==> src/hdl/cvd_defs.svh <==
// Register offsets, field positions, reset values and timing counts of the converter control
// ***************************************************************************
// ***************************************************************************
`ifndef CVD_DEFS_SVH
`define CVD_DEFS_SVH
`define CVD_A_RES0L_LO 12'h009b
`define CVD_A_RES0H_LO 12'h009c
`define CVD_A_CTL0_LO 12'h009d
`define CVD_A_CTL1_LO 12'h009e
`define CVD_A_CTL2_LO 12'h009f
`define CVD_A_CTL0 12'h0711
`define CVD_A_CTL1 12'h0712
`define CVD_A_CTL2 12'h0713
`define CVD_A_CTL3 12'h0714
`define CVD_A_STAT 12'h0715
`define CVD_A_PRE 12'h0716
`define CVD_A_ACQ 12'h0717
`define CVD_A_GRD 12'h0718
`define CVD_A_CAP 12'h0719
`define CVD_A_RES0L 12'h071a
`define CVD_A_RES0H 12'h071b
`define CVD_A_RES1L 12'h071c
`define CVD_A_RES1H 12'h071d
`define CVD_CTL0_MASK 8'h7f
`define CVD_CTL1_MASK 8'hf3
`define CVD_CTL2_MASK 8'h70
`define CVD_CTL3_MASK 8'hdb
`define CVD_PRE_MASK 8'h7f
`define CVD_GRD_MASK 8'he0
`define CVD_CAP_MASK 8'h07
`define CVD_RST_VAL 8'h00
`define CVD_TRIG_TIMER_ZERO 3'h3
`define CVD_GAP_CYCLES 2
`define CVD_CONV_TADS 11
`endif

==> src/hdl/cvd_pkg.sv <==
// Types shared by the converter control block
`default_nettype none
package cvd_pkg;
   // Processor side register access
   typedef struct packed {
      logic wr;
      logic rd;
      logic [11:0] addr;
      logic [7:0] wdata;
   } cvd_bus_t;
   // Analog front end sequencing and selections
   typedef struct packed {
      logic power_on;
      logic [7:0] channel_onehot;
      logic [1:0] ref_sel;
      logic rc_clock_sel;
      logic [1:0] stage;
      logic second_conv;
      logic invert_pol;
   } cvd_ana_t;
   typedef enum logic [1:0] {
      CVD_REF_SUPPLY,
      CVD_REF_RESERVED,
      CVD_REF_PIN,
      CVD_REF_FIXED
   } cvd_ref_t;
endpackage : cvd_pkg
`default_nettype wire

==> src/hdl/cvd_adc_control_regs.sv <==
// Banked register file and conversion sequencer of the divider enhanced converter
`include "cvd_defs.svh"
`default_nettype none
module cvd_adc_control_regs #(
   parameter int unsigned RES_BITS = 10,
   parameter int unsigned GAP_CYCLES = `CVD_GAP_CYCLES
) (
   input wire logic clock_i,
   input wire logic srst_i,
   input wire logic clk_en_i,
   input wire cvd_pkg::cvd_bus_t bus_i,
   output logic [7:0] rdata_o,
   input wire logic conv_tick_i,
   input wire logic rc_tick_i,
   input wire logic [RES_BITS-1:0] sample_i,
   input wire logic timer_zero_ovf_i,
   output cvd_pkg::cvd_ana_t ana_o,
   output logic conv_done_o
);
   import cvd_pkg::*;

   // Elaboration checks: the formatter is built for ten bits and the gap counter has eight
   if (RES_BITS != 10) begin : g_bad_res
      $error("Result width must be 10");
   end
   if (GAP_CYCLES < 1 || GAP_CYCLES > 256) begin : g_bad_gap
      $error("Gap must be 1 to 256 cycles");
   end

   typedef enum logic [2:0] {CVD_IDLE, CVD_PRE, CVD_ACQ, CVD_CONV, CVD_GAP} cvd_state_t;

   // ***************************************************************************
   // Register file
   // ***************************************************************************
   logic [7:0] ctl0_ff, ctl1_ff, ctl2_ff, ctl3_ff, pre_ff, acq_ff, grd_ff, cap_ff;
   logic [7:0] res0l_ff, res0h_ff, res1l_ff, res1h_ff;
   logic [7:0] nxt_ctl0, nxt_ctl1, nxt_ctl2, nxt_ctl3, nxt_pre, nxt_acq, nxt_grd, nxt_cap;
   logic [7:0] nxt_res0l, nxt_res0h, nxt_res1l, nxt_res1h;
   logic [7:0] rdata_ff, nxt_rdata;
   cvd_state_t state_ff, nxt_state;
   logic [7:0] cnt_ff, nxt_cnt;
   logic second_ff, nxt_second;
   logic done_ff, nxt_done;
   logic trig_s1_ff, trig_s2_ff, trig_prev_ff;
   logic [RES_BITS-1:0] samp_s1_ff, samp_s2_ff;
   cvd_ana_t ana_ff, nxt_ana;

   // Address decode, both banks steer the same storage so aliases are coherent
   logic sel_ctl0, sel_ctl1, sel_ctl2, sel_res0l, sel_res0h;
   assign sel_ctl0 = (bus_i.addr == `CVD_A_CTL0) || (bus_i.addr == `CVD_A_CTL0_LO);
   assign sel_ctl1 = (bus_i.addr == `CVD_A_CTL1) || (bus_i.addr == `CVD_A_CTL1_LO);
   assign sel_ctl2 = (bus_i.addr == `CVD_A_CTL2) || (bus_i.addr == `CVD_A_CTL2_LO);
   assign sel_res0l = (bus_i.addr == `CVD_A_RES0L) || (bus_i.addr == `CVD_A_RES0L_LO);
   assign sel_res0h = (bus_i.addr == `CVD_A_RES0H) || (bus_i.addr == `CVD_A_RES0H_LO);

   // Trigger source is the overflow that also sets the timer's own flag; pin-like, so synced
   logic trig_edge, sw_start, start_ok, busy, trig_en;
   assign trig_en = (ctl2_ff[6:4] == `CVD_TRIG_TIMER_ZERO);
   assign trig_edge = trig_en && trig_s2_ff && !trig_prev_ff;
   assign busy = (state_ff != CVD_IDLE);
   assign sw_start = bus_i.wr && sel_ctl0 && bus_i.wdata[1] && !ctl0_ff[1];
   assign start_ok = ctl0_ff[0] && !busy && (sw_start || trig_edge);

   // Result formatting: one shared path for both result pairs
   logic [15:0] fmt_res;
   always_comb begin
      if (ctl1_ff[7]) begin
         fmt_res = {6'h00, samp_s2_ff};
      end else begin
         fmt_res = {samp_s2_ff, 6'h00};
      end
   end

   // Stage timing tick: RC clock ticks when the dedicated RC clock is chosen
   logic rc_sel, tick;
   assign rc_sel = (ctl1_ff[5:4] == 2'b11);
   assign tick = rc_sel ? rc_tick_i : conv_tick_i;

   // Register write and conversion sequencer next state
   always_comb begin
      nxt_ctl0 = ctl0_ff;
      nxt_ctl1 = ctl1_ff;
      nxt_ctl2 = ctl2_ff;
      nxt_ctl3 = ctl3_ff;
      nxt_pre = pre_ff;
      nxt_acq = acq_ff;
      nxt_grd = grd_ff;
      nxt_cap = cap_ff;
      nxt_res0l = res0l_ff;
      nxt_res0h = res0h_ff;
      nxt_res1l = res1l_ff;
      nxt_res1h = res1h_ff;
      nxt_state = state_ff;
      nxt_cnt = cnt_ff;
      nxt_second = second_ff;
      nxt_done = 1'b0;
      if (bus_i.wr) begin
         // Start bit is kept by hardware while busy; software cannot abort here
         if (sel_ctl0) nxt_ctl0 = (bus_i.wdata & `CVD_CTL0_MASK & 8'hfd) | {6'h00, ctl0_ff[1], 1'b0};
         if (sel_ctl1) nxt_ctl1 = bus_i.wdata & `CVD_CTL1_MASK;
         if (sel_ctl2) nxt_ctl2 = bus_i.wdata & `CVD_CTL2_MASK;
         if (bus_i.addr == `CVD_A_CTL3) nxt_ctl3 = bus_i.wdata & `CVD_CTL3_MASK;
         if (bus_i.addr == `CVD_A_PRE) nxt_pre = bus_i.wdata & `CVD_PRE_MASK;
         if (bus_i.addr == `CVD_A_ACQ) nxt_acq = bus_i.wdata & `CVD_PRE_MASK;
         if (bus_i.addr == `CVD_A_GRD) nxt_grd = bus_i.wdata & `CVD_GRD_MASK;
         if (bus_i.addr == `CVD_A_CAP) nxt_cap = bus_i.wdata & `CVD_CAP_MASK;
         if (sel_res0l) nxt_res0l = bus_i.wdata;
         if (sel_res0h) nxt_res0h = bus_i.wdata;
         if (bus_i.addr == `CVD_A_RES1L) nxt_res1l = bus_i.wdata;
         if (bus_i.addr == `CVD_A_RES1H) nxt_res1h = bus_i.wdata;
      end
      unique case (state_ff)
         CVD_IDLE: begin
            if (start_ok) begin
               nxt_ctl0[1] = 1'b1;
               nxt_second = 1'b0;
               nxt_state = CVD_PRE;
               nxt_cnt = 8'h00;
            end
         end
         CVD_PRE: begin
            if (cnt_ff >= pre_ff) begin
               nxt_state = CVD_ACQ;
               nxt_cnt = 8'h00;
            end else if (tick) begin
               nxt_cnt = cnt_ff + 8'h01;
            end
         end
         CVD_ACQ: begin
            if (cnt_ff >= acq_ff) begin
               nxt_state = CVD_CONV;
               nxt_cnt = 8'h00;
            end else if (tick) begin
               nxt_cnt = cnt_ff + 8'h01;
            end
         end
         CVD_CONV: begin
            if (cnt_ff == 8'(`CVD_CONV_TADS)) begin
               nxt_cnt = 8'h00;
               nxt_done = !ctl3_ff[0] || second_ff;
               if (second_ff) begin
                  nxt_res1l = fmt_res[7:0];
                  nxt_res1h = fmt_res[15:8];
               end else begin
                  nxt_res0l = fmt_res[7:0];
                  nxt_res0h = fmt_res[15:8];
               end
               if (ctl3_ff[0] && !second_ff) begin
                  nxt_state = CVD_GAP;
               end else begin
                  nxt_state = CVD_IDLE;
                  nxt_ctl0[1] = 1'b0;
               end
            end else if (tick) begin
               nxt_cnt = cnt_ff + 8'h01;
            end
         end
         CVD_GAP: begin
            if (cnt_ff == 8'(GAP_CYCLES - 1)) begin
               nxt_state = CVD_PRE;
               nxt_second = 1'b1;
               nxt_cnt = 8'h00;
            end else begin
               nxt_cnt = cnt_ff + 8'h01;
            end
         end
      endcase
      // Turning the converter off abandons any sequence in flight
      if (!nxt_ctl0[0]) begin
         nxt_state = CVD_IDLE;
         nxt_ctl0[1] = 1'b0;
         nxt_second = 1'b0;
      end
   end

   // Read mux, unmapped addresses read zero
   always_comb begin
      nxt_rdata = 8'h00;
      if (bus_i.rd) begin
         if (sel_ctl0) nxt_rdata = ctl0_ff;
         else if (sel_ctl1) nxt_rdata = ctl1_ff;
         else if (sel_ctl2) nxt_rdata = ctl2_ff;
         else if (sel_res0l) nxt_rdata = res0l_ff;
         else if (sel_res0h) nxt_rdata = res0h_ff;
         else if (bus_i.addr == `CVD_A_CTL3) nxt_rdata = ctl3_ff;
         else if (bus_i.addr == `CVD_A_STAT) nxt_rdata = {5'h00, ana_ff.second_conv, ana_ff.stage};
         else if (bus_i.addr == `CVD_A_PRE) nxt_rdata = pre_ff;
         else if (bus_i.addr == `CVD_A_ACQ) nxt_rdata = acq_ff;
         else if (bus_i.addr == `CVD_A_GRD) nxt_rdata = grd_ff;
         else if (bus_i.addr == `CVD_A_CAP) nxt_rdata = cap_ff;
         else if (bus_i.addr == `CVD_A_RES1L) nxt_rdata = res1l_ff;
         else if (bus_i.addr == `CVD_A_RES1H) nxt_rdata = res1h_ff;
      end
   end

   // Analog side selections and stage indication
   always_comb begin
      nxt_ana = '0;
      nxt_ana.power_on = nxt_ctl0[0];
      unique case (nxt_ctl0[6:2])
         5'h00, 5'h01, 5'h02, 5'h03, 5'h04:
            nxt_ana.channel_onehot = 8'(1) << nxt_ctl0[4:2];
         5'h1a: nxt_ana.channel_onehot = 8'h20;
         5'h1d: nxt_ana.channel_onehot = 8'h40;
         5'h1f: nxt_ana.channel_onehot = 8'h80;
         default: nxt_ana.channel_onehot = 8'h00;
      endcase
      // Reserved reference code leaves the reference on the supply
      nxt_ana.ref_sel = (nxt_ctl1[1:0] == 2'b01) ? 2'b00 : nxt_ctl1[1:0];
      nxt_ana.rc_clock_sel = (nxt_ctl1[5:4] == 2'b11);
      unique case (nxt_state)
         CVD_PRE: nxt_ana.stage = 2'b01;
         CVD_ACQ: nxt_ana.stage = 2'b10;
         CVD_CONV: nxt_ana.stage = 2'b11;
         default: nxt_ana.stage = 2'b00;
      endcase
      nxt_ana.second_conv = nxt_second && (nxt_state != CVD_IDLE);
      nxt_ana.invert_pol = nxt_ana.second_conv && nxt_ctl3[1];
   end

   // State registers: all frozen while the clock enable is low
   always_ff @(posedge clock_i) begin
      if (srst_i) begin
         ctl0_ff <= `CVD_RST_VAL;
         ctl1_ff <= `CVD_RST_VAL;
         ctl2_ff <= `CVD_RST_VAL;
         ctl3_ff <= `CVD_RST_VAL;
         pre_ff <= `CVD_RST_VAL;
         acq_ff <= `CVD_RST_VAL;
         grd_ff <= `CVD_RST_VAL;
         cap_ff <= `CVD_RST_VAL;
         res0l_ff <= `CVD_RST_VAL;
         res0h_ff <= `CVD_RST_VAL;
         res1l_ff <= `CVD_RST_VAL;
         res1h_ff <= `CVD_RST_VAL;
         rdata_ff <= `CVD_RST_VAL;
         state_ff <= CVD_IDLE;
         cnt_ff <= 8'h00;
         second_ff <= 1'b0;
         done_ff <= 1'b0;
         trig_s1_ff <= 1'b0;
         trig_s2_ff <= 1'b0;
         trig_prev_ff <= 1'b0;
         samp_s1_ff <= '0;
         samp_s2_ff <= '0;
         ana_ff <= '0;
      end else if (clk_en_i) begin
         ctl0_ff <= nxt_ctl0;
         ctl1_ff <= nxt_ctl1;
         ctl2_ff <= nxt_ctl2;
         ctl3_ff <= nxt_ctl3;
         pre_ff <= nxt_pre;
         acq_ff <= nxt_acq;
         grd_ff <= nxt_grd;
         cap_ff <= nxt_cap;
         res0l_ff <= nxt_res0l;
         res0h_ff <= nxt_res0h;
         res1l_ff <= nxt_res1l;
         res1h_ff <= nxt_res1h;
         rdata_ff <= nxt_rdata;
         state_ff <= nxt_state;
         cnt_ff <= nxt_cnt;
         second_ff <= nxt_second;
         done_ff <= nxt_done;
         trig_s1_ff <= timer_zero_ovf_i;
         trig_s2_ff <= trig_s1_ff;
         trig_prev_ff <= trig_s2_ff;
         samp_s1_ff <= sample_i;
         samp_s2_ff <= samp_s1_ff;
         ana_ff <= nxt_ana;
      end
   end

   assign rdata_o = rdata_ff;
   assign ana_o = ana_ff;
   assign conv_done_o = done_ff;
endmodule : cvd_adc_control_regs
`default_nettype wire

==> config.mk <==
export PLATFORM = sky130hd
export DESIGN_NAME = cvd_adc_control_regs
export DESIGN_NICKNAME = d
export VERILOG_FILES = /design/src/hdl/cvd_pkg.sv /design/src/hdl/cvd_adc_control_regs.sv
export VERILOG_INCLUDE_DIRS = /design/src /design/src/hdl
export SDC_FILE = /design/constraint.sdc
export NUM_CORES = 1
export LEC_CHECK = 0
export BUFFER_PORTS_ARGS = -buffer_cell sky130_fd_sc_hd__buf_2
export CAP_MARGIN = 20
export CORE_MARGIN = 2
export CORE_UTILIZATION = 35
export DETAILED_ROUTE_END_ITERATION = 10
export PLACE_DENSITY = 0.58
export SYNTH_ARGS = -nofsm -noshare
export SYNTH_HDL_FRONTEND = slang
export SYNTH_SLANG_ARGS = --single-unit
==> constraint.sdc <==
create_clock -name clock_i -period 2.3 [get_ports clock_i]
set_input_delay 0.23 -clock clock_i [delete_from_list [all_inputs] [get_ports clock_i]]
set_output_delay 0.23 -clock clock_i [all_outputs]
set_load 0.03 [all_outputs]
## Word level (Yosys, flattened, before mapping)

Index checks and enable logic that the tools add are counted.

- Bits in registers: 134
- Input bits: 38
- Output and inout port bits: 25
- Logic and storage cells: 181

- Add/subtract/negate cells: 1
- Magnitude comparators: 2
- Equality and inequality tests: 39
- Shift-type cells: 1
- Multiplexer cells: 71
- Bitwise logic cells: 1
- Reduce and logical (&&, ||, !) cells: 35

Operators by type and width:

| kind | count |
|---|---|
| 8-bit 2-to-1 mux | 40 |
| 12-bit by 11-bit == test with 1-bit output (second input constant) | 13 |
| 12-bit by 8-bit == test with 1-bit output (second input constant) | 5 |
| 8-bit one-hot mux with 5 select lines | 1 |
| 8-bit one-hot mux with 4 select lines | 1 |
| 3-bit 2-to-1 mux | 7 |
| 3-bit AND reduction | 7 |
| 8-bit by 7-bit >= comparator with 1-bit output | 2 |
| 16-bit 2-to-1 mux | 1 |
| 3-bit by 2-bit == test with 1-bit output (second input constant) | 5 |
| 5-bit == test (second input constant) | 3 |
| 3-bit one-hot mux with 5 select lines | 1 |
| 7-bit 2-to-1 mux | 2 |
| 6-bit 2-to-1 mux | 2 |
| 5-bit by 2-bit == test with 1-bit output (second input constant) | 2 |
| 1-bit logical AND | 10 |
| 1-bit 2-to-1 mux | 10 |
| 8-bit by 1-bit adder with 8-bit output (second input constant) | 1 |
| 8-bit by 1-bit == test with 1-bit output (second input constant) | 1 |
| 8-bit by 4-bit == test with 1-bit output (second input constant) | 1 |
| 1-bit by 3-bit left shift with 8-bit output (first input constant) | 1 |
| 1-bit logical OR | 7 |
| 7-bit by 2-bit bitwise OR with 7-bit output | 1 |
| 3-bit by 1-bit == test with 1-bit output (second input constant) | 2 |
| 15 further kinds | 24 |

## Depth between registers and ports, before layout

Gate-level depths: netlist of the first run.

- Word-level depth: 15
- Gate-level depth with buffers: 10
- Depth with buffers taken out: 9

## Worst setup path after synthesis of the first run

No wires, ideal clock.

- Path type: register -> register
- Start: reg cnt_ff[5]
- End: reg cnt_ff[1]
- Setup time: 92 ps
- Arrival time: 2073 ps
- Data required time: 2208 ps
- Setup slack: 134 ps
- Cell stages (with the launch flop): 9
- Path buffers: 0
- Period minus slack after synthesis: 2166 ps
- Cell sequence: dfxtp_1 -> ha_1 -> a21o_1 -> a21boi_0 -> nor3b_1 -> o21ai_1 -> a21boi_0 -> nor2b_1 -> o32ai_1

- Cells in the longest elaborated chain, start to end: 3
- Elaborated cells between the ends (all ways): 9
- Classes of those cells: 2 x order compare; 2 x eq/ne; 5 x mux

RTL lines:

| what | line | source |
|---|---|---|
| start, declared | cvd_adc_control_regs.sv:41 | `logic [7:0] cnt_ff, nxt_cnt;` |
| start signal, assigned | cvd_adc_control_regs.sv:262 | `cnt_ff <= nxt_cnt;` |
| 8-bit by 7-bit >= comparator with 1-bit output, or another cell as far along | cvd_adc_control_regs.sv:130 | `if (cnt_ff >= acq_ff) begin` |
| 8-bit 2-to-1 mux, on equally long branches | -- |  |
| 8-bit one-hot mux with 5 select lines * | cvd_adc_control_regs.sv:112 | `unique case (state_ff)` |

Mark *: on every way between the ends. The rest lies on a longest branch, timed or not.
A chain may end at the register's enable or synchronous reset.

## Final worst setup path of the first run

- Start: reg cnt_ff[0]
- End: reg res0l_ff[7]

- Cells in the longest elaborated chain, start to end: 3

RTL lines:

| what | line | source |
|---|---|---|
| 8-bit by 4-bit == test with 1-bit output | cvd_adc_control_regs.sv:138 | `` if (cnt_ff == 8'(`CVD_CONV_TADS)) begin `` |
| 8-bit 2-to-1 mux | cvd_adc_control_regs.sv:138 |  |
| 8-bit 2-to-1 mux | cvd_adc_control_regs.sv:112 |  |
| end signal, assigned | cvd_adc_control_regs.sv:232 | `` res0l_ff <= `CVD_RST_VAL; `` |
| end signal, assigned | cvd_adc_control_regs.sv:256 | `res0l_ff <= nxt_res0l;` |
| end, declared | cvd_adc_control_regs.sv:36 | `logic [7:0] res0l_ff, res0h_ff, res1l_ff, res1h_ff;` |

No other way between the ends.

==> results of run 1 <==
## cell type report
class | instances | area (um^2) | share of cell area
clock buffers | 17 | 425 | 0.0489
clock inverters | 15 | 208 | 0.0239
inverters | 20 | 75.1 | 0.00864
multi-input cells | 608 | 4060 | 0.467
flip-flops and latches | 133 | 2670 | 0.307
well taps | 265 | 332 | 0.0382
repair buffers | 140 | 926 | 0.107
## worst min-delay path by stage
stage | end | cells after the start | slack, ns | startpoint
final | samp_s1_ff[2]$_SDFFE_PP0P_ | 3 | 0.03 | sample_i[2]
after global routing | samp_s1_ff[6]$_SDFFE_PP0P_ | 3 | 0.03 | sample_i[6]
after CTS | samp_s1_ff[2]$_SDFFE_PP0P_ | 3 | 0.01 | sample_i[2]
after detailed placement | ana_o[14]$_SDFFE_PP0P_ | 2 | 0.45 | ana_o[14]$_SDFFE_PP0P_
after global placement | ana_o[14]$_SDFFE_PP0P_ | 2 | 0.44 | ana_o[14]$_SDFFE_PP0P_
after floorplan | ctl1_ff[7]$_SDFFE_PP0P_ | 2 | 0.37 | bus_i[7]
## routing by layer
metal  up-vias  wire (um)  share of wire  global-route usage
met2       207      10600           0.47               0.352
li1       3214          -              -                   -
met1      3085      10200           0.46               0.284
met4         0        557          0.025              0.0730
met5         -          0              0                   0
met3        45       1020          0.046              0.0381
## power by group through the flow
stage	sequential (mW)	clock, mW	combinational [mW]
2_1_floorplan	2.41	0	0.216
3_3_place_gp	2.41	0	0.371
3_5_place_dp	2.41	0	0.370
4_1_cts	2.36	3.00	0.372
5_1_grt	2.36	3.07	0.402
6_report	2.36	2.95	0.376
## repair_timing
item                       CTS  global route
gates resized for setup      9             8
buffers inserted             3             1
pin swaps                    1             5
setup endpoints to repair    2            21
## synthesized netlist by cell type, drive strengths merged (3+ instances only)
| cell type | instances | area [um^2] |
|---|---|---|
| mux2i | 78 | 793 |
| a22oi | 8 | 60.1 |
| o2111ai | 4 | 35.0 |
| a31oi | 6 | 37.5 |
| and3 | 6 | 38.8 |
| a211oi | 10 | 75.1 |
| a21oi | 66 | 330 |
| and4 | 3 | 26.3 |
| o221ai | 3 | 26.3 |
| a32oi | 4 | 35.0 |
| or2 | 3 | 18.8 |
| o21ai | 45 | 225 |
| nand2 | 56 | 218 |
| a311oi | 4 | 35.0 |
| o21bai | 6 | 45.0 |
| nor2b | 13 | 81.3 |
| nand3 | 16 | 80.1 |
| o22ai | 43 | 283 |
| a221oi | 6 | 52.6 |
| clkbuf | 42 | 158 |
| nor3 | 10 | 72.6 |
| nand4b | 3 | 26.3 |
| nand2b | 13 | 81.3 |
| and2 | 11 | 68.8 |
| nor4 | 3 | 18.8 |
| ha | 16 | 200 |
| mux2 | 11 | 124 |
| a21o | 4 | 30.0 |
| a32o | 3 | 30.0 |
| a22o | 4 | 35.0 |
| o211ai | 3 | 22.5 |
| nand3b | 3 | 22.5 |
| dfxtp | 133 | 2660 |
| buf | 16 | 82.6 |
| inv | 19 | 71.3 |
| nand4 | 3 | 25.0 |
| nor2 | 107 | 409 |
## flip-flops by register name, indices dropped and copies added (netlist names), 6 cells and up
signal      count
pre_ff          7
cnt_ff          8
ctl1_ff         6
samp_s1_ff     10
acq_ff          7
ana_o          15
samp_s2_ff     10
res1l_ff        8
res1h_ff        8
ctl0_ff         7
rdata_o         8
res0h_ff        8
res0l_ff        8
ctl3_ff         6
## tightest hold or removal path, delay by kind of cell
family | cells | cell delay, ns
simple gates | 1 | 0.07
mux | 1 | 0.05
buf+inv | 1 | 0.07
## cell usage in the layout (no fill, tap or decap), types with 16 or more instances in the layout
cell type  instances
nand3_1           16
clkbuf_16         17
nor2_1           104
nand2_1           55
dfxtp_1          131
o22ai_1           42
mux2i_1           77
ha_1              16
a21oi_1           65
buf_2             60
inv_1             19
buf_4             78
o21ai_0           39
## cell families after synthesis
| logic type | Yosys count | share of synthesized area |
|---|---|---|
| and+or+nand+nor | 261 | 0.185 |
| AOI/OAI and AO/OA | 241 | 0.226 |
| DFF | 133 | 0.382 |
| muxes | 89 | 0.132 |
| buffers and inverters | 78 | 0.0453 |
| adders and majority gates | 16 | 0.0287 |
| xor gates and xnor gates | 1 | 0.00126 |
## per-stage QoR
stage	TNS [ns]	cells	utilization
final	0	1198	0.445
after global placement	-0.670	1162	0.407
after floorplan	0	819	-
after detailed placement	-1.14	1162	0.407
after global routing	-0.467	1198	0.445
after CTS	0	1197	0.443
==> summary.md, run 1 <==
| Metric | Value |
|---|---|
| Num CTS Buffers | 17 |
| Outcome | complete, no violations |
| P_leak | about 3.6 nW |
| Clock power share | 0.519 |
| Slew @ Worst Pin | 0.614 ns |
| R2r startpoint | cnt_ff[0]$_SDFFE_PP0P_ |
| Nets@finish | ~970 |
| Main synth FF type | dfxtp_1 |
| Post-Synthesis Net Count | 873 |
| HP Class | in2reg |
| CP Data Arrival Time | 2.50 ns |
| Sink Count | roughly 130 |
| CP startpoint | cnt_ff[0]$_SDFFE_PP0P_ |
| Maxcap violations | 0 |
| Post-DP Area | a little under 8000 um^2 |
| Synth warn | 0 |
| DR WL/cell | 18.7 um |
| Net switching power | about 1.5 mW |
| Crit path largest cell delay | ~0.36 ns |
| First-pass GRT wire length | 35,500 um |
| Final Max Slew Viols | 0 |
| Clk root buf | clkbuf_16 |
| CP required | roughly 2.6 ns |
| Worst setup EP type | register |
| Starting Density | 0.357 |
| Worst VDD drop | 625 uV |
| TritonCTS clock tree | yes |
| Critical R2R Capture | res0l_ff[7]$_SDFFE_PP0P_ |
| Die Y-Extent | approximately 150 um |
| Antenna diode instance count | 0 |
| Total power | 5.68 mW |
| Final ANT Viol Nets | 0 |
| Final HPWL DP | between 15,000 and 20,000 um |
| P per Cell Area | 654 nW/um^2 |
| Via count | 6,551 |
| Critical Path Stages | 9 |
| Setup ws final | ~0.079 ns |
| Peak fanout along the critical path | 8 |
| CP bufs+invs | 1 |
| Yosys cell types | 75 |
| Share of power burned in registers | 0.415 |
| Chip width | 145 um |
| Min Clock Period, post-route | around 2.2 ns |
| Mapped Area | 6970 um^2 |
| Register bit total from synthesis | between 100 and 150 |
| Mean Syn Cell Area | 8.50 um^2 |
| Area Overhead vs Synth | 24.8% |
| Core area | 19,500 um^2 |
| Ports | 63 |
| Worst R2R Path Depth | 9 |
| Post-synthesis sequential area ratio | 0.382 |
| RSZ-0062 raised after global routing | yes |
| CP Cell Sequence | buf_4 > ha_1 > and3b_1 > nand2_1 > nor2_1 > nand2_1 > nand3_1 > o22ai_1 > a21oi_1 |
| Initial antenna violation count | 0 |
| Row count | 51 |
| Reg clk slew, reported paths | 0.06 ns |
| Initial DRC count | between 500 and 600 |
| Design area | 8690 um^2 |
| Part of the power in combinational logic | 0.066 |
| Deepest clock path buffer count | 2 |
| First-pass iteration count of the detailed router | 8 |
| # fillers | 1,991 |
| Int Pwr | 4.22 mW |
| Final Hold Vio Count | 0 |
| Pre-CTS setup slack | -0.127 ns |
| Hold Slack | 0.0331 ns |
| Crit-path slowest cell | nand3_1 |
| Clock latency at the later pin of the worst-skew pair | about 0.43 ns |
| Layout cell share with drive strength beyond 1 | 0.229 |
| WL final | 22,400 um |
| EDFF count, synth | 0 |
| Worst path most repeated cell | nand2_1 |
| Crit path kind | reg2reg |
| Startpoint types | register |
| Final setup violation count | 0 |
| Period utilization | 0.966 |
| Largest net degree at the start of global routing | 59 |
| Relative slew margins | 0.579 |
| CTS Hold Bufs | 0 |
| Vias per cell | roughly 5.5 |
| GR Overflow Total | 0 |
| R2R Setup Slk | 0.08 ns |
| Cells after Synth | 819 |
| Fmax | 450 MHz |
| Port Buffers | between 60 and 70 |
| Full die area | 21,000 um^2 |
| Largest delay contributor family on the critical path | simple AND/OR/NAND/NOR gates |
| Tot GR Track Use | 0.214 |
| # H-tree levels | 4 |
| Vias in the first global route | 6,381 |
| Clock skew | between 0.008 and 0.009 ns |
| Synth async-reset ratio | 0 |
| DRC errors left | 0 |
| Critical path endpoint | res0l_ff[7]$_SDFFE_PP0P_ |
| Sw frac | 0.258 |
| Final Wtd Congestion | between 0.9 and 1 |
No activity file was read; power rests on OpenSTA's default activity.
==> run 2, diff against run 1 <==
ABC_AREA = 1   (was not set)
PLACE_DENSITY = 0.57   (was 0.58)
==> summary.md, run 2 <==
| Metric | Value |
|---|---|
| Outcome | complete, no violations |
| Critical R2R Capture | state_ff[0]$_SDFFE_PP0P_ |
| Worst VDD drop | 435 uV (-30%) |
| Largest family of logic cells by synthesized area | simple AND/OR/NAND/NOR gates |
| Worst Hold End | samp_s1_ff[6]$_SDFFE_PP0P_ |
| Core area | 21,700 um^2 (+11%) |
| Final HPWL DP | 18,300 um (+14%) |
| Area Overhead vs Synth | 19.2% |
| Period utilization | 0.911 (-0.0551) |
| Synth async-reset ratio | 0 (unchanged) |
| Num CTS Buffers | 17 (unchanged) |
| Post-DP Area | 8510 um^2 (+7.0%) |
| Fmax | 477 MHz (+6.1%) |
| Commonest cells after routing, fill and taps aside | 265 x nand2_1, 140 x inv_1, 128 x dfxtp_1 |
| Commonest cells post-synth | 265 x nand2_1, 141 x inv_1, 133 x dfxtp_1, 125 x nor2_1, 110 x a21oi_1 |
| Final ANT Viol Nets | 0 (unchanged) |
| Placed Cells | 1,514 (+30%) |
| Mean Syn Cell Area | 6.53 um^2 (-23%) |
| WL final | 25,100 um (+12%) |
| Deepest clock path buffer count | 2 (unchanged) |
| R2r startpoint | acq_ff[1]$_SDFFE_PP0P_ |
| CP bufs+invs | 2 (+1) |
| EDFF count, synth | 0 (unchanged) |
| CP Data Arrival Time | 2.42 ns (-0.08 ns) |
| Post-synthesis sequential area ratio | 0.347 (-0.0351) |
| CP required | 2.62 ns (+0.04 ns) |
| Crit path largest cell delay | 0.36 ns (about the same) |
| HP Class | in2reg |
| Worst setup EP type | register |
| P per Cell Area | 606 nW/um^2 (-7.3%) |
| Crit path kind | reg2reg |
| Initial antenna violation count | 0 (unchanged) |
| Max reg flops | 15 (unchanged) |
| Nets@finish | 1,309 (+34%) |
| Synth top area share | 0.347 (-0.0351) |
| Starting Density | 0.354 (-0.00308) |
| Tot GR Track Use | 0.219 (+0.00464) |
| Final Wtd Congestion | 0.966 (+7.2%) |
| Cells after Synth | 1,174 (+43%) |
| Main synth FF type | dfxtp_1 |
| Startpoint types | register |
| DR WL/cell | 16.2 um (-13%) |
| Clk root buf | clkbuf_16 |
| Full die area | 23,100 um^2 (+9.8%) |
| Hold Path Depth | 3 (unchanged) |
| Initial DRC count | 706 (+39%) |
| P_leak | 3.74 nW (+5.2%) |
| Largest net degree at the start of global routing | 84 (+42%) |
| Min Clock Period, post-route | 2.09 ns (-0.127 ns) |
| First-pass iteration count of the detailed router | 5 (-3) |
| Multiplexer share of the synthesized area | 0 (-0.132) |
| Post-Synth Simple-Gate Area | 0.283 (+0.0977) |
| R2R Setup Slk | 0.21 ns (+0.13 ns) |
| Final setup violation count | 0 (unchanged) |
| Setup ws final | 0.206 ns (+0.127 ns) |
| Sink Count | 133 (unchanged) |
| Maxcap violations | 0 (unchanged) |
| Synth warn | 0 (unchanged) |
| Yosys cell types | 42 (-44%) |
| Via count | 8,091 (+24%) |
| Largest delay contributor family on the critical path | compound AO/OA/AOI/OAI gates |
| Hold Startpoint | sample_i[6] |
| Layout cell share with drive strength beyond 1 | 0.159 (-0.0701) |
| Antenna diode instance count | 0 (unchanged) |
| Post-synthesis adder-cell area fraction | 0.0261 (-0.00264) |
| Synth Area in XOR/XNOR | 0.00685 (+0.00559) |
| Clock latency at the later pin of the worst-skew pair | 0.43 ns (about the same) |
| Row count | 54 (+5.9%) |
| CP Cell Sequence | inv_1 > ha_1 > a21oi_1 > o21ai_0 > a21oi_1 > o41ai_2 > nand2_1 > nand3_1 > nand2_1 > o21bai_1 > nor2_1 > buf_4 > o21a_1 |
| TritonCTS clock tree | yes |
| Worst R2R Path Depth | 13 (+4) |
| Slew @ Worst Pin | 0.557 ns (-0.0574 ns) |
| Port Buffers | 62 (unchanged) |
| Chip width | 152 um (+4.8%) |
| DRC errors left | 0 (unchanged) |
| First-pass GRT wire length | 40,600 um (+14%) |
| GR Overflow Total | 0 (unchanged) |
| Die Y-Extent | 152 um (+4.8%) |
| Register bit total from synthesis | 133 (unchanged) |
| Clock skew | 0.0117 ns (+0.00309 ns) |
| Relative slew margins | 0.628 (+0.0495) |
| Post-Synthesis Net Count | 1,228 (+41%) |
| Final Hold Vio Count | 0 (unchanged) |
| Commonest non-fill, non-tap cell in the layout | nand2_1 |
| Crit-path slowest cell | dfxtp_1 |
| Reg clk slew, reported paths | 0.07 ns (about the same) |
| Vias per cell | 5.23 (-4.4%) |
| Synth Area in Compound Gates | 0.236 (+0.0102) |
| # H-tree levels | 4 (unchanged) |
| Mapped Area | 7670 um^2 (+10%) |
| Vias in the first global route | 7,441 (+17%) |
| Final Max Slew Viols | 0 (unchanged) |
| Ports | 63 (unchanged) |
| Pre-CTS setup slack | -0.00577 ns (+0.121 ns) |
| # fillers | 2,323 (+17%) |
| Peak fanout along the critical path | 3 (-5) |
| Most frequent cell after synthesis | nand2_1 |
| Synth area leader | dfxtp_1 |
| Area contributors post-synth | dfxtp_1 35%, nand2_1 13%, a21oi_1 7.2% |
| Post-Layout Cell Count | 1,548 (+29%) |
| Design area | 9140 um^2 (+5.2%) |
[run 2: cell types whose count changed after synthesis, sizes merged, moves of 35 or more]
| cell | delta |
|---|---|
| a21oi | +46 |
| o22ai | -35 |
| o21ai | +62 |
| inv | +134 |
| nand3 | +42 |
| nand2 | +217 |
| mux2i | -78 |
| o211ai | +41 |
[run 2: logic make-up (layout without fill, tap and decap cells)]
family	Yosys count	after routing
compound gates	307	307
flops	133	133
fa+ha+maj	16	16
simple gates	508	508
xor+xnor	6	6
buf+inv	204	298
[run 2: per-stage QoR]
stage	setup TNS [ns]	hold slack, ns	total power [mW]	utilization
finish	0	0.0124	5.54	0.421
global route	-0.0295	0.0181	5.73	0.421
CTS	0	0.000108	5.59	0.420
detailed placement	-0.00577	0.455	2.86	0.392
global placement	0	0.450	2.86	0.392
floorplan	0	0.365	2.67	-
[run 2: final cells by class]
| cell class | count | area (um^2) | area share |
|---|---|---|---|
| Multi-Input combinational cell | 837 | 4260 | 0.466 |
| Tap cell | 280 | 350 | 0.0383 |
| Timing Repair Buffer | 108 | 683 | 0.0748 |
| Clock inverter | 15 | 160 | 0.0175 |
| Sequential cell | 133 | 2670 | 0.292 |
| Clock buffer | 17 | 425 | 0.0465 |
| Inverter | 158 | 596 | 0.0652 |
[run 2: layer usage]
| metal | track usage | part of all wire | vias up |
|---|---|---|---|
| met1 | 0.318 | 0.48 | 3711 |
| li1 | - | - | 4058 |
| met4 | 0.0561 | 0.018 | 0 |
| met2 | 0.330 | 0.43 | 289 |
| met3 | 0.0459 | 0.070 | 33 |
| met5 | 0 | 0 | - |
[run 2: worst register-to-register path, stage by stage, from the launching register on]
cell,delay (ns)
dfxtp_1,0.36
inv_1,0.06
ha_1,0.31
a21oi_1,0.16
o21ai_0,0.09
a21oi_1,0.19
o41ai_2,0.13
nand2_1,0.07
nand3_1,0.07
nand2_1,0.07
o21bai_1,0.13
nor2_1,0.08
buf_4,0.13
o21a_1,0.15
[run 2: repair_timing]
action | in CTS | in global routing
hold buffers | 1 | 0
endpoints found under the hold margin | 1 | 0
endpoints found under the setup margin | 0 | 8
setup buffers | 0 | 1
gates resized for setup | 0 | 11
[run 2: worst max path at each step]
stage / depth (start not counted) / endpoint / slack, ns / start
global route: 14 / ana_o[2]$_SDFFE_PP0P_ / -0.03 / pre_ff[3]$_SDFFE_PP0P_
CTS: 13 / ana_o[2]$_SDFFE_PP0P_ / 0.15 / cnt_ff[1]$_SDFFE_PP0P_
finish: 13 / state_ff[0]$_SDFFE_PP0P_ / 0.21 / acq_ff[1]$_SDFFE_PP0P_
floorplan: 9 / cnt_ff[7]$_SDFFE_PP0P_ / 0.38 / acq_ff[6]$_SDFFE_PP0P_
global placement: 16 / rdata_o[3]$_SDFFE_PP0P_ / 0.02 / bus_i[14]
detailed placement: 18 / rdata_o[4]$_SDFFE_PP0P_ / -0.006 / bus_i[15]
[run 2: where the power goes]
group,total [mW],switching [mW],internal [mW]
Clock,2.73,1.19,1.53
Sequential,2.37,0.0263,2.35
Combinational,0.442,0.317,0.126
